### config.mk
export PLATFORM = sky130hd
export DESIGN_NAME = pbr_ctrl
export DESIGN_NICKNAME = d
export VERILOG_FILES = /design/src/include/pbr_pkg.sv /design/src/hw/pbr_ctrl.sv /design/src/hw/pbr_timer.sv
export VERILOG_INCLUDE_DIRS = /design/src /design/src/include
export SDC_FILE = /design/constraint.sdc
export NUM_CORES = 1
export LEC_CHECK = 0
export BUFFER_PORTS_ARGS = -buffer_cell sky130_fd_sc_hd__buf_2
export CAP_MARGIN = 20
export CORE_AREA = 2 2 110 112
export CTS_CLUSTER_SIZE = 25
export DETAILED_ROUTE_END_ITERATION = 6
export DIE_AREA = 0 0 112 114
export PLACE_DENSITY = 0.88
export SLEW_MARGIN = 10
export SYNTH_ARGS = -nofsm -noshare
export SYNTH_HDL_FRONTEND = slang
export SYNTH_SLANG_ARGS = --single-unit
### constraint.sdc
create_clock -name clk_sys -period 2.2 [get_ports clk_sys]
set_clock_uncertainty 0.15 [all_clocks]
set_input_delay 0.22 -clock clk_sys [delete_from_list [all_inputs] [get_ports clk_sys]]
set_output_delay 0.22 -clock clk_sys [all_outputs]
set_load 0.1 [all_outputs]
### src/include/pbr_cfg.svh
// constants of the power button and reset controller
// assumes a 100 MHz system clock and a 1 ms timebase tick
`ifndef PBR_CFG_SVH
`define PBR_CFG_SVH

// clock and timebase
`define PBR_CLK_PERIOD_NS 10
`define PBR_TICK_NS 1000000
`define PBR_TICK_CYC (`PBR_TICK_NS / `PBR_CLK_PERIOD_NS)

// intervals in milliseconds, counted in timebase ticks
`define PBR_DEBOUNCE_MS 10
`define PBR_RESET_DELAY_MS 200
`define PBR_SHORT_PRESS_MS 400
`define PBR_ON_PRESS_MS 3000
`define PBR_LONG_PRESS_MS 12000
`define PBR_COUNTDOWN_MS 15000
`define PBR_SOFT_PULSE_MS 10

// interval counter width
`define PBR_CNT_W 14

`endif

### src/include/pbr_pkg.sv
// types of the power button and reset controller
// assumes nothing beyond a SystemVerilog compiler
`default_nettype none

package pbr_pkg;

    // pin function configuration codes
    typedef enum logic [3:0] {
        PBR_ONOFF_HI = 4'h0,
        PBR_ONOFF_LO = 4'h1,
        PBR_AON_RISE = 4'h2,
        PBR_AON_FALL = 4'h3,
        PBR_CR_HI = 4'h4,
        PBR_CR_LO = 4'h5,
        PBR_KEY = 4'h6,
        PBR_CSR_ONE = 4'h7,
        PBR_CSR_TWO = 4'h8,
        PBR_CUST_HI = 4'h9,
        PBR_CUST_LO = 4'hA,
        PBR_KEY_SEAL = 4'hB,
        PBR_CUST_SEAL = 4'hC,
        PBR_RSV_D = 4'hD,
        PBR_RSV_E = 4'hE,
        PBR_RSV_F = 4'hF
    } pbr_code_t;

    // power states, gray along off, on, seal
    typedef enum logic [1:0] {
        PBR_OFF = 2'h0,
        PBR_ON = 2'h1,
        PBR_SEAL = 2'h3
    } pbr_pwr_t;

endpackage : pbr_pkg

`default_nettype wire

### src/hw/pbr_ctrl.sv
// power button and reset controller: pins and charger insertion to power and reset actions
// assumes all inputs synchronous to clk_sys; command pulses come from the power command register
//
// Function
// - code 0010: rising edge on input one gives hard reset after 200 ms
// - code 0010: rising edge on input two gives soft reset after 200 ms
// - code 0011: falling edges instead, one hard, two soft, after 200 ms
// - codes 0010 to 0101: leave power only by command, never by pins
// - code 0100: high level at charger insertion, hard or soft reset after 200 ms
// - code 0101: low level at charger insertion, hard or soft reset after 200 ms
// - codes 0110, 0111, 1011: input one is key, input two open-drain key mirror
// - code 0110: power on by 400 ms key press or charger insertion
// - code 0110: power off by key held over 12 s or command
// - codes 0111, 1000: power on by key held over 3 s or insertion
// - code 0111: key held over 12 s gives soft reset; off only by command
// - code 1000: input two held low over 12 s gives soft reset, no mirror
// - codes 1001, 1010: power on only by charger insertion
// - code 1001: input one high at insertion starts 15 s hard reset, 10 ms low cancels
// - code 1001: input two high at insertion starts 15 s soft reset, 10 ms low cancels
// - code 1010: inverted polarity of the 15 s countdowns and their cancel
// - code 1011: like key mode, also allows off and seal states
// - code 1100: like 1001 countdowns, also allows off and seal states
// - codes 0000, 0001: input one is 10 ms debounced on/off level, input two soft reset
// - soft reset drives system reset low for 10 ms
// - hard reset launches the full power-on reset sequence
`default_nettype none

`include "pbr_cfg.svh"

module pbr_ctrl #(
    parameter int TICK_CYC = `PBR_TICK_CYC,
    parameter int CNT_W = `PBR_CNT_W
) (
    // clock and reset
    input wire logic clk_sys,
    input wire logic rst_n,
    // configuration and register commands
    input wire pbr_pkg::pbr_code_t pin_function_config_code,
    input wire logic power_off_request,
    input wire logic seal_request,
    // pins
    input wire logic power_function_input_one,
    input wire logic power_function_input_two,
    input wire logic charger_supply_input,
    output logic key_mirror_output,
    output logic key_mirror_oe_n,
    // power and reset
    output pbr_pkg::pbr_pwr_t power_state,
    output logic hard_reset,
    output logic sys_reset_n
);
    import pbr_pkg::*;

    typedef logic [CNT_W-1:0] pbr_cnt_t;

    // threshold reached on the step that brought the count there
    function automatic logic hit(input logic stp, input pbr_cnt_t c, input int ms);
        return stp && (c == pbr_cnt_t'(ms));
    endfunction : hit

    // delay before a pending reset fires
    function automatic int delay_ms(input pbr_code_t code);
        return (code >= PBR_AON_RISE && code <= PBR_CR_LO) ? `PBR_RESET_DELAY_MS : `PBR_COUNTDOWN_MS;
    endfunction : delay_ms

    ////////////////////////////////////////////////////////////////////////////
    // timebase

    logic [31:0] tick_cnt;
    logic [31:0] next_tick_cnt;
    logic tick;
    logic next_tick;

    always_comb
    begin
        next_tick = 1'b0;
        next_tick_cnt = tick_cnt + 32'h1;
        if (tick_cnt == 32'(TICK_CYC - 1))
        begin
            next_tick_cnt = 32'h0;
            next_tick = 1'b1;
        end
    end

    always_ff @(posedge clk_sys or negedge rst_n)
    begin
        if (!rst_n)
        begin
            tick_cnt <= 32'h0;
            tick <= 1'b0;
        end
        else
        begin
            tick_cnt <= next_tick_cnt;
            tick <= next_tick;
        end
    end

    ////////////////////////////////////////////////////////////////////////////
    // interval timers

    pbr_code_t code;
    logic pin1;
    logic pin2;
    logic on;
    logic pend_h;
    logic pend_s;
    logic run1;
    logic run2;
    pbr_cnt_t c1, c2, ch, cs, cr;
    logic s1, s2, sh, ss, sr;

    assign code = pin_function_config_code;
    assign pin1 = power_function_input_one;
    assign pin2 = power_function_input_two;
    assign on = (power_state == PBR_ON);

    // qualifying condition of each pin timer
    always_comb
    begin
        run1 = 1'b0;
        run2 = 1'b0;
        unique case (code)
            PBR_ONOFF_HI:
            begin
                run1 = pin1 != on;
                run2 = !pin2 && on;
            end
            PBR_ONOFF_LO:
            begin
                run1 = !pin1 != on;
                run2 = !pin2 && on;
            end
            PBR_KEY, PBR_KEY_SEAL, PBR_CSR_ONE:
            begin
                run1 = !pin1;
            end
            PBR_CSR_TWO:
            begin
                run1 = !pin1;
                run2 = !pin2 && on;
            end
            PBR_CUST_HI, PBR_CUST_SEAL:
            begin
                run1 = pend_h && !pin1;
                run2 = pend_s && !pin2;
            end
            PBR_CUST_LO:
            begin
                run1 = pend_h && pin1;
                run2 = pend_s && pin2;
            end
            default:
            begin
                run1 = 1'b0;
                run2 = 1'b0;
            end
        endcase
    end

    pbr_timer #(.CNT_W(CNT_W)) u_t1 (.clk_sys(clk_sys), .rst_n(rst_n), .tick(tick), .run(run1), .count(c1), .step(s1));
    pbr_timer #(.CNT_W(CNT_W)) u_t2 (.clk_sys(clk_sys), .rst_n(rst_n), .tick(tick), .run(run2), .count(c2), .step(s2));
    pbr_timer #(.CNT_W(CNT_W)) u_th (.clk_sys(clk_sys), .rst_n(rst_n), .tick(tick), .run(pend_h), .count(ch), .step(sh));
    pbr_timer #(.CNT_W(CNT_W)) u_ts (.clk_sys(clk_sys), .rst_n(rst_n), .tick(tick), .run(pend_s), .count(cs), .step(ss));
    pbr_timer #(.CNT_W(CNT_W)) u_tr (.clk_sys(clk_sys), .rst_n(rst_n), .tick(tick), .run(!sys_reset_n), .count(cr),
        .step(sr));

    ////////////////////////////////////////////////////////////////////////////
    // power and reset control

    logic p1_q, p2_q, chg_q;
    pbr_pwr_t next_state;
    logic next_pend_h, next_pend_s, next_hard, next_rst_n, next_oe_n;
    logic ins, hard_go, soft_go, seal_ok, pin_on_ok;

    always_comb
    begin
        next_state = power_state;
        next_pend_h = pend_h;
        next_pend_s = pend_s;
        next_hard = 1'b0;
        next_rst_n = sys_reset_n;
        next_oe_n = 1'b1;
        hard_go = 1'b0;
        soft_go = 1'b0;
        ins = charger_supply_input && !chg_q;
        seal_ok = (code == PBR_KEY_SEAL) || (code == PBR_CUST_SEAL);
        pin_on_ok = (code >= PBR_AON_RISE) && (code <= PBR_CUST_SEAL);
        unique case (code)
            PBR_ONOFF_HI, PBR_ONOFF_LO:
            begin
                if (hit(s1, c1, `PBR_DEBOUNCE_MS))
                    next_state = on ? PBR_OFF : PBR_ON;
                if (hit(s2, c2, `PBR_DEBOUNCE_MS))
                    soft_go = 1'b1;
            end
            PBR_AON_RISE:
            begin
                if (pin1 && !p1_q)
                    next_pend_h = 1'b1;
                if (pin2 && !p2_q)
                    next_pend_s = 1'b1;
            end
            PBR_AON_FALL:
            begin
                if (!pin1 && p1_q)
                    next_pend_h = 1'b1;
                if (!pin2 && p2_q)
                    next_pend_s = 1'b1;
            end
            PBR_CR_HI, PBR_CUST_HI, PBR_CUST_SEAL:
            begin
                if (ins && pin1)
                    next_pend_h = 1'b1;
                if (ins && pin2)
                    next_pend_s = 1'b1;
            end
            PBR_CR_LO, PBR_CUST_LO:
            begin
                if (ins && !pin1)
                    next_pend_h = 1'b1;
                if (ins && !pin2)
                    next_pend_s = 1'b1;
            end
            PBR_KEY, PBR_KEY_SEAL:
            begin
                next_oe_n = pin1;
                if (!on && hit(s1, c1, `PBR_SHORT_PRESS_MS))
                    next_state = PBR_ON;
                if (on && hit(s1, c1, `PBR_LONG_PRESS_MS))
                    next_state = PBR_OFF;
            end
            PBR_CSR_ONE:
            begin
                next_oe_n = pin1;
                if (!on && hit(s1, c1, `PBR_ON_PRESS_MS))
                    next_state = PBR_ON;
                if (on && hit(s1, c1, `PBR_LONG_PRESS_MS))
                    soft_go = 1'b1;
            end
            PBR_CSR_TWO:
            begin
                if (!on && hit(s1, c1, `PBR_ON_PRESS_MS))
                    next_state = PBR_ON;
                if (hit(s2, c2, `PBR_LONG_PRESS_MS))
                    soft_go = 1'b1;
            end
            default:
            begin
                next_oe_n = 1'b1;
            end
        endcase
        // debounced opposite level aborts a countdown
        if ((code == PBR_CUST_HI || code == PBR_CUST_LO || code == PBR_CUST_SEAL))
        begin
            if (hit(s1, c1, `PBR_DEBOUNCE_MS))
                next_pend_h = 1'b0;
            if (hit(s2, c2, `PBR_DEBOUNCE_MS))
                next_pend_s = 1'b0;
        end
        if (ins && pin_on_ok)
            next_state = PBR_ON;
        if (on && power_off_request)
            next_state = PBR_OFF;
        else if (on && seal_request && seal_ok)
            next_state = PBR_SEAL;
        if (pend_h && hit(sh, ch, delay_ms(code)))
        begin
            hard_go = 1'b1;
            next_pend_h = 1'b0;
        end
        if (pend_s && hit(ss, cs, delay_ms(code)))
        begin
            soft_go = 1'b1;
            next_pend_s = 1'b0;
        end
        if (soft_go && sys_reset_n)
            next_rst_n = 1'b0;
        if (!sys_reset_n && hit(sr, cr, `PBR_SOFT_PULSE_MS))
            next_rst_n = 1'b1;
        if (hard_go)
        begin
            next_hard = 1'b1;
            next_state = PBR_ON;
            next_pend_h = 1'b0;
            next_pend_s = 1'b0;
            next_rst_n = 1'b1;
        end
        if (code >= PBR_RSV_D)
        begin
            next_pend_h = 1'b0;
            next_pend_s = 1'b0;
        end
    end

    always_ff @(posedge clk_sys or negedge rst_n)
    begin
        if (!rst_n)
        begin
            power_state <= PBR_ON;
            pend_h <= 1'b0;
            pend_s <= 1'b0;
            hard_reset <= 1'b0;
            sys_reset_n <= 1'b1;
            key_mirror_oe_n <= 1'b1;
            key_mirror_output <= 1'b0;
            p1_q <= 1'b0;
            p2_q <= 1'b0;
            chg_q <= 1'b0;
        end
        else
        begin
            power_state <= next_state;
            pend_h <= next_pend_h;
            pend_s <= next_pend_s;
            hard_reset <= next_hard;
            sys_reset_n <= next_rst_n;
            key_mirror_oe_n <= next_oe_n;
            key_mirror_output <= 1'b0;
            p1_q <= pin1;
            p2_q <= pin2;
            chg_q <= charger_supply_input;
        end
    end
endmodule : pbr_ctrl

`default_nettype wire

### src/hw/pbr_timer.sv
// interval counter on the shared millisecond timebase
// assumes tick is a one-cycle pulse from the parent
`default_nettype none

module pbr_timer #(
    parameter int CNT_W = 14
) (
    // clock and reset
    input wire logic clk_sys,
    input wire logic rst_n,
    // control
    input wire logic tick,
    input wire logic run,
    // result
    output logic [CNT_W-1:0] count,
    output logic step
);

    logic [CNT_W-1:0] next_count;
    logic next_step;

    // restart whenever the qualifying condition drops
    always_comb
    begin
        next_count = count;
        next_step = 1'b0;
        if (!run)
        begin
            next_count = '0;
        end
        else if (tick && count != {CNT_W{1'b1}})
        begin
            next_count = count + CNT_W'(1);
            next_step = 1'b1;
        end
    end

    always_ff @(posedge clk_sys or negedge rst_n)
    begin
        if (!rst_n)
        begin
            count <= '0;
            step <= 1'b0;
        end
        else
        begin
            count <= next_count;
            step <= next_step;
        end
    end

endmodule : pbr_timer

`default_nettype wire

==> results of run 1 <==
[power by group]
group | leakage (nW) | internal (mW) | switching [mW]
sequential | 1.61 | 2.21 | 0.0313
clock | 0.278 | 1.70 | 0.943
combinational | 1.32 | 0.139 | 0.331
total | 3.21 | 4.05 | 1.31
[cell usage after synthesis (2+ instances only)]
master	number	share of area (%)
a221oi_1	2	0.27
nor3_1	27	2.1
clkbuf_1	9	0.52
nand3b_1	4	0.46
o211ai_1	4	0.46
a311oi_1	2	0.27
nor2_1	93	5.4
a211oi_1	3	0.35
o21ai_0	17	1.3
dfrtp_1	115	44
nand4_1	23	2.2
and2_1	15	1.4
a21oi_1	15	1.2
a31oi_2	2	0.39
nand2b_1	6	0.58
a41oi_1	5	0.68
and4_1	3	0.41
nor4b_1	7	0.95
or4_1	3	0.35
buf_1	4	0.23
nand2_1	51	3.0
nand4b_1	4	0.54
nor3b_1	4	0.46
and3_1	19	1.8
xor2_1	45	6.1
o22ai_1	3	0.29
or4_4	2	0.35
inv_1	24	1.4
ha_1	13	2.5
buf_2	10	0.77
nor4_1	15	1.4
a211o_1	2	0.27
nor2b_1	9	0.87
mux2i_1	2	0.31
xnor2_1	45	6.1
or3_1	7	0.68
nand3_1	43	3.3
a21o_1	3	0.35
dfstp_2	3	1.2
a31oi_1	9	0.87
[worst register-to-register path, delay by kind of cell, from the launching register on]
family / cells / cell delay, ps
flops: 1 / 450
simple gates: 3 / 970
compound gates: 3 / 510
[metal layers]
layer | routed length, µm | up-vias
met5 | 0 | -
met4 | 453 | 0
met3 | 881 | 52
met2 | 7870 | 223
met1 | 6040 | 2696
li1 | - | 2527
[per-stage QoR]
step / cell area, µm² / std cells / worst slack (ps) / power (mW)
2_1_floorplan: 6490 / 693 / 23.2 / 2.58
3_3_place_gp: 6890 / 859 / 120 / 2.71
3_5_place_dp: 6890 / 859 / -14.1 / 2.72
4_1_cts: 7510 / 895 / 7.63 / 5.36
5_1_grt: 7650 / 900 / -43.0 / 5.51
6_report: 7650 / 900 / 12.8 / 5.35
[path summary, 6_finish.rpt]
check	slack, ps	cells after the start	startpoint	endpoint
worst max register to register	10	6	u_t1.count[4]$_DFFE_PN0P_	power_state[1]$_DFFE_PN0P_
worst min register to register	330	1	tick_cnt[31]$_DFF_PN0_	tick_cnt[31]$_DFF_PN0_
max in group asynchronous	1360	3	rst_n	power_state[0]$_DFFE_PN1P_
min in group asynchronous	180	3	rst_n	u_tr.count[7]$_DFFE_PN0P_
worst max-delay path	10	6	u_t1.count[4]$_DFFE_PN0P_	power_state[1]$_DFFE_PN0P_
worst min-delay path	170	3	pin_function_config_code[1]	sys_reset_n$_DFFE_PN1P_
[area by class of cell]
| class | instances | share of cell area (%) |
|---|---|---|
| clock buffers | 21 | 6.02 |
| clock inverters | 10 | 1.37 |
| inverters | 24 | 1.18 |
| multi-input cells | 526 | 44.7 |
| flip-flops and latches | 118 | 38.8 |
| well taps | 147 | 2.40 |
| repair buffers | 54 | 5.55 |
[sequential cells by signal, summed over array words and instances (netlist names), 2 cells and up]
| signal | count |
|---|---|
| power_state | 2 |
| tick_cnt | 32 |
| u_t1.count | 14 |
| u_t2.count | 14 |
| u_th.count | 14 |
| u_tr.count | 14 |
| u_ts.count | 14 |
[kinds of logic after synthesis]
family | Yosys count | synth area share (%)
AO/OA/AOI/OAI | 76 | 8.25
multiplexers | 2 | 0.309
XOR/XNOR | 90 | 12.2
AND/OR/NAND/NOR | 344 | 27.8
other | 1 | 0.0579
flip-flops | 118 | 45.7
adder cells (fa/ha/maj) | 13 | 2.51
buffers and inverters | 49 | 3.21
[what timing repair did]
| action | in CTS | in global routing |
|---|---|---|
| hold buffers | 5 | 0 |
| endpoints found under the hold margin | 124 | 0 |
| setup buffers | 0 | 5 |
| gates resized for setup | 1 | 20 |
| endpoints found under the setup margin | 1 | 40 |
| pin swaps | 0 | 8 |
==> flow_metrics.tcl, run 1 <==
set metrics [dict create \
    status "finished, final reports clean" \
    layout_commonest_cell "dfrtp_1" \
    cts_tree "done" \
    grt_overflow 0 \
    final_cell_mix "110 x dfrtp_1, 92 x nor2_1, 51 x nand2_1" \
    num_vias 5498 \
    grt_max_degree 67 \
    timing.critical_path.buf_inv 0 \
    grtUsageTotal_pct 24.6 \
    totalWireLength_um 15200 \
    period_share_pct 99.4 \
    use_met1_pct 30.4 \
    grt_pass1_vias 5465 \
    whs_ps 165 \
    ys_warn_count 0 \
    crit_chain "or4b_4 -> nor4_4 -> nor3b_2 -> a31oi_1 -> a221oi_2 -> a21o_1" \
    num_rows 40 \
    die_y_um 114 \
    slew_viol_final 0 \
    power.density_nw_per_um2 700 \
    setup_viol 0 \
    max_stage_delay_ps 540 \
    coreArea_um2 11700 \
    syn_area_um2 6470 \
    path_max_fanout 6 \
    busiest_layer "met2" \
    syn-num-nets 717 \
    final_util_pct 65.3 \
    ant_nets 0 \
    cp_slowest_cell "or4b_4" \
    clock_path_buffers 2 \
    crit_required_ps 2360 \
    regArea_um2 2970 \
    area_growth_syn_to_layout_pct 18.2 \
    drtIter0Drc 546 \
    antenna_found_initial 0 \
    grt_pass1_wl_um 25400 \
    clockRootBuffer "clkbuf_16" \
    maxCapViolations 0 \
    max-vdd-ir-drop_mv 0.665 \
    worstSkewPairLatency_ps 430 \
    cp.arrival_ps 2350 \
    yosys_register_bits 118 \
    dpl.hpwl_um 10200 \
    start_kind "register" \
    io_pins 17 \
    dieArea_um2 12800 \
    async_flop_share_pct 100 \
    die_w_um 112 \
    final_hold_viol_count 0 \
    antenna_cells 0 \
    start_util_pct 55.3 \
    syn-mean-instance-area_um2 9.34 \
    vias_per_cell 6.11 \
    cts_buffers 17 \
    drive_above_1_share_pct 14.9 \
    path_class "reg -> reg" \
    synth-seq-area-share_pct 45.7 \
    avgRoutedWirePerCell_um 16.9 \
    end_kind "register" \
    first_pass_iters 6 \
    grt.met3_usage_pct 6.59 \
    cts.sinks 118 \
    port_buffers 15 \
    p_leak_nw 3.21 \
    fmax_mhz 457 \
    htree_levels 4 \
    filler_cell_count 849 \
    rsz0062_at_grt "true" \
    period_needed_ps 2190 \
    worstMarginPinSlew_ps 566 \
    min_path_type "in -> reg" \
    multi_input_area_um2 3420 \
    place.gp.congestion 0.957 \
    path_delay_family "simple AND/OR/NAND/NOR gates" \
    tns_ps 0 \
    final_net_count 765 \
    grt_use_met2_pct 41.9 \
    synth-edff-count 0 \
    path_clk_slew_ps 50 \
    syn_inst 693 \
    maxSlewHeadroom_pct 62.2 \
    synth_ff_type "dfrtp_1" \
    drc 0 \
    synth_cell_types 61 \
]
No activity file was read; power rests on OpenSTA's default activity.
==> run 2: changes to the inputs <==
Settings changed: ABC_AREA set to 1, CORE_AREA 2 2 110 112 to 2 2 117 119, DIE_AREA 0 0 112 114 to 0 0 119 121, PLACE_DENSITY 0.88 to 0.87.
==> run 2 against run 1 <==
Compared with the run above: critical path depth increased by 4; largest cell class unchanged; register-to-register slack improved by 140 ps; setup slack improved by 140 ps; highest routed layer unchanged; critical path type unchanged.
==> flow_metrics.tcl, run 2 <==
set metrics [dict create \
    cts_buffers 17 \
    die_y_um 121 \
    post-place-ws_ps 103 \
    highest_layer "met4" \
    first_pass_iters 5 \
    synthTopCellsByArea "dfrtp_1 39%, nand2_1 12%, nor2_1 7.9%, inv_1 7.3%, nand3_1 6.8%" \
    place.gp.congestion 1.00 \
    slew_viol_final 0 \
    power.density_nw_per_um2 675 \
    yosys_register_bits 118 \
    fin_ws_ps 156 \
    antenna_found_initial 0 \
    status "finished, final reports clean" \
    synth_most_common_cell "nand2_1" \
    crit_required_ps 2350 \
    clkPwrFrac_pct 52.3 \
    min_path_type "in -> reg" \
    clockRootBuffer "clkbuf_16" \
    start_util_pct 56.2 \
    final_net_count 1088 \
    area_growth_syn_to_layout_pct 13.6 \
    wl_met2_um 8240 \
    final_cells 1253 \
    num_rows 42 \
    coreArea_um2 13100 \
    p_leak_nw 3.73 \
    grt_overflow 0 \
    regMostFlops "tick_cnt" \
    path_max_fanout 12 \
    netlist.area_leader.share_pct 39.2 \
    synth_commonest_cells "231 x nand2_1, 155 x nor2_1, 142 x inv_1" \
    antenna_cells 0 \
    crit_chain "ha_1 -> nand2_1 -> nor2_1 -> nand3_1 -> nor2_1 -> nand3_1 -> nand2_4 -> nand2_2 -> nand2_1 -> o21ai_0" \
    maxCapViolations 0 \
    drc 0 \
    clock_path_buffers 2 \
    final_util_pct 63.8 \
    finalPower_mw 5.63 \
    p_comb_share_pct 8.3 \
    cts_setup_buffers 0 \
    avgRoutedWirePerCell_um 13.8 \
    path_clk_slew_ps 60 \
    placed_area_um2 7640 \
    cts_tree "done" \
    htree_levels 4 \
    drt-met1-wl_um 7620 \
    io_pins 17 \
    period_share_pct 92.9 \
    synth_top_cell_by_area "dfrtp_1" \
    synth_ff_type "dfrtp_1" \
    cp.arrival_ps 2190 \
    dpl.hpwl_um 12400 \
    path_delay_family "simple AND/OR/NAND/NOR gates" \
    totalWireLength_um 17200 \
    fin_area_um2 8350 \
    synth-edff-count 0 \
    fmax_mhz 489 \
    path_class "reg -> reg" \
    end_kind "register" \
    met3WireLength_um 993 \
    grt_pass1_vias 6401 \
    dp.cells 1216 \
    worstSkewPairLatency_ps 420 \
    max_stage_delay_ps 390 \
    cp_slowest_cell "dfrtp_1" \
    maxSlewHeadroom_pct 54.3 \
    largest_reg_flops 32 \
    grtUsageTotal_pct 25.0 \
    worstMarginPinSlew_ps 685 \
    drive_above_1_share_pct 10.0 \
    grt_max_degree 43 \
    synth_cell_types 39 \
    period_needed_ps 2040 \
    max-vdd-ir-drop_mv 0.549 \
    cts.sinks 118 \
    die_w_um 119 \
    grt_pass1_wl_um 29200 \
    num_vias 6887 \
    p_seq_share_pct 39.4 \
    ant_nets 0 \
    final_hold_viol_count 0 \
    ys_warn_count 0 \
    synth-seq-area-share_pct 40.2 \
    vias_per_cell 5.50 \
    syn-mean-instance-area_um2 7.14 \
    start_kind "register" \
    async_flop_share_pct 100 \
    timing.critical_path.buf_inv 0 \
    power_switching_mw 1.41 \
    syn_area_um2 7350 \
    drtIter0Drc 827 \
    syn-num-nets 1053 \
    syn_inst 1029 \
    filler_cell_count 1068 \
    dieArea_um2 14400 \
    port_buffers 15 \
    regArea_um2 2960 \
    p_sw_share_pct 25.1 \
    layout_commonest_cell "nand2_1" \
    power.internal_mw 4.21 \
    final_cell_mix "230 x nand2_1, 154 x nor2_1, 142 x inv_1" \
    setup_viol 0 \
    rsz0062_at_grt "true" \
    multi_input_area_um2 3760 \
]
[run 2: cell count changes in the layout (fill, tap and decap cells not counted), sizes merged, moves of 15 or more]
cell / change
nand2: +191
inv: +128
nor2: +72
nand3: +61
xnor2: -39
buf: -27
o21ai: +27
nor3: +20
and3: -17
and2: -15
[run 2: power groups by stage]
stage                     logic (mW)  clock network, mW  registers [mW]
after floorplan                0.237                  0            2.34
after global placement         0.455                  0            2.26
after detailed placement       0.459                  0            2.26
after CTS                      0.467               2.97            2.22
after global routing           0.519               3.07            2.22
final                          0.469               2.94            2.22
[run 2: final timing paths]
kind | startpoint | endpoint | slack, ps | cells after the start
worst max-delay path | u_th.count[0]$_DFFE_PN0P_ | u_th.count[11]$_DFFE_PN0P_ | 160 | 10
worst min-delay path | pin_function_config_code[1] | key_mirror_oe_n$_DFF_PN1_ | 40 | 4
worst max register to register | u_th.count[0]$_DFFE_PN0P_ | u_th.count[11]$_DFFE_PN0P_ | 160 | 10
worst min register to register | power_state[0]$_DFFE_PN1P_ | power_state[0]$_DFFE_PN1P_ | 340 | 2
max in group asynchronous | rst_n | key_mirror_oe_n$_DFF_PN1_ | 1070 | 3
min in group asynchronous | rst_n | u_th.count[10]$_DFFE_PN0P_ | 170 | 2
[run 2: per-stage QoR]
stage          TNS [ps]  hold slack [ps]
5_1_grt           -30.5             63.7
3_5_place_dp          0             96.3
4_1_cts               0             6.47
3_3_place_gp          0             90.6
6_report              0             41.1
2_1_floorplan         0             -226
[run 2: per-layer routing]
| metal | global-route usage [%] | vias up |
|---|---|---|
| li1 | - | 3400 |
| met1 | 32.7 | 3194 |
| met2 | 40.7 | 251 |
| met3 | 5.36 | 42 |
| met4 | 10.2 | 0 |
| met5 | 0 | - |
[run 2: kinds of logic (layout without fill, tap and decap cells)]
| group | count (synthesis) | after routing | share of synthesized area (%) |
|---|---|---|---|
| buffers and inverters | 162 | 210 | 8.85 |
| AO/OA/AOI/OAI | 82 | 82 | 6.47 |
| other | 1 | 1 | 0.0510 |
| adder cells (fa/ha/maj) | 13 | 13 | 2.21 |
| flip-flops | 118 | 118 | 40.2 |
| XOR/XNOR | 43 | 43 | 5.12 |
| AND/OR/NAND/NOR | 610 | 610 | 37.1 |
[run 2: final cells by class]
cell class	instances	area share, %
repair buffers	27	2.46
clock inverters	15	2.46
flip-flops and latches	118	35.4
clock buffers	17	5.10
well taps	176	2.64
inverters	151	6.79
multi-input cells	749	45.1
[run 2: timing repair]
item / CTS / global route
setup endpoints to repair: 0 / 21
hold endpoints to repair: 41 / 0
hold buffers: 5 / 0
gates resized for setup: 0 / 7
[run 2: worst register-to-register path, cell delays in order, from the launching register on]
cell and delay, ps:
dfrtp_1 390, ha_1 200, nand2_1 70, nor2_1 170
nand3_1 140, nor2_1 160, nand3_1 140, nand2_4 160
nand2_2 160, nand2_1 110, o21ai_0 80
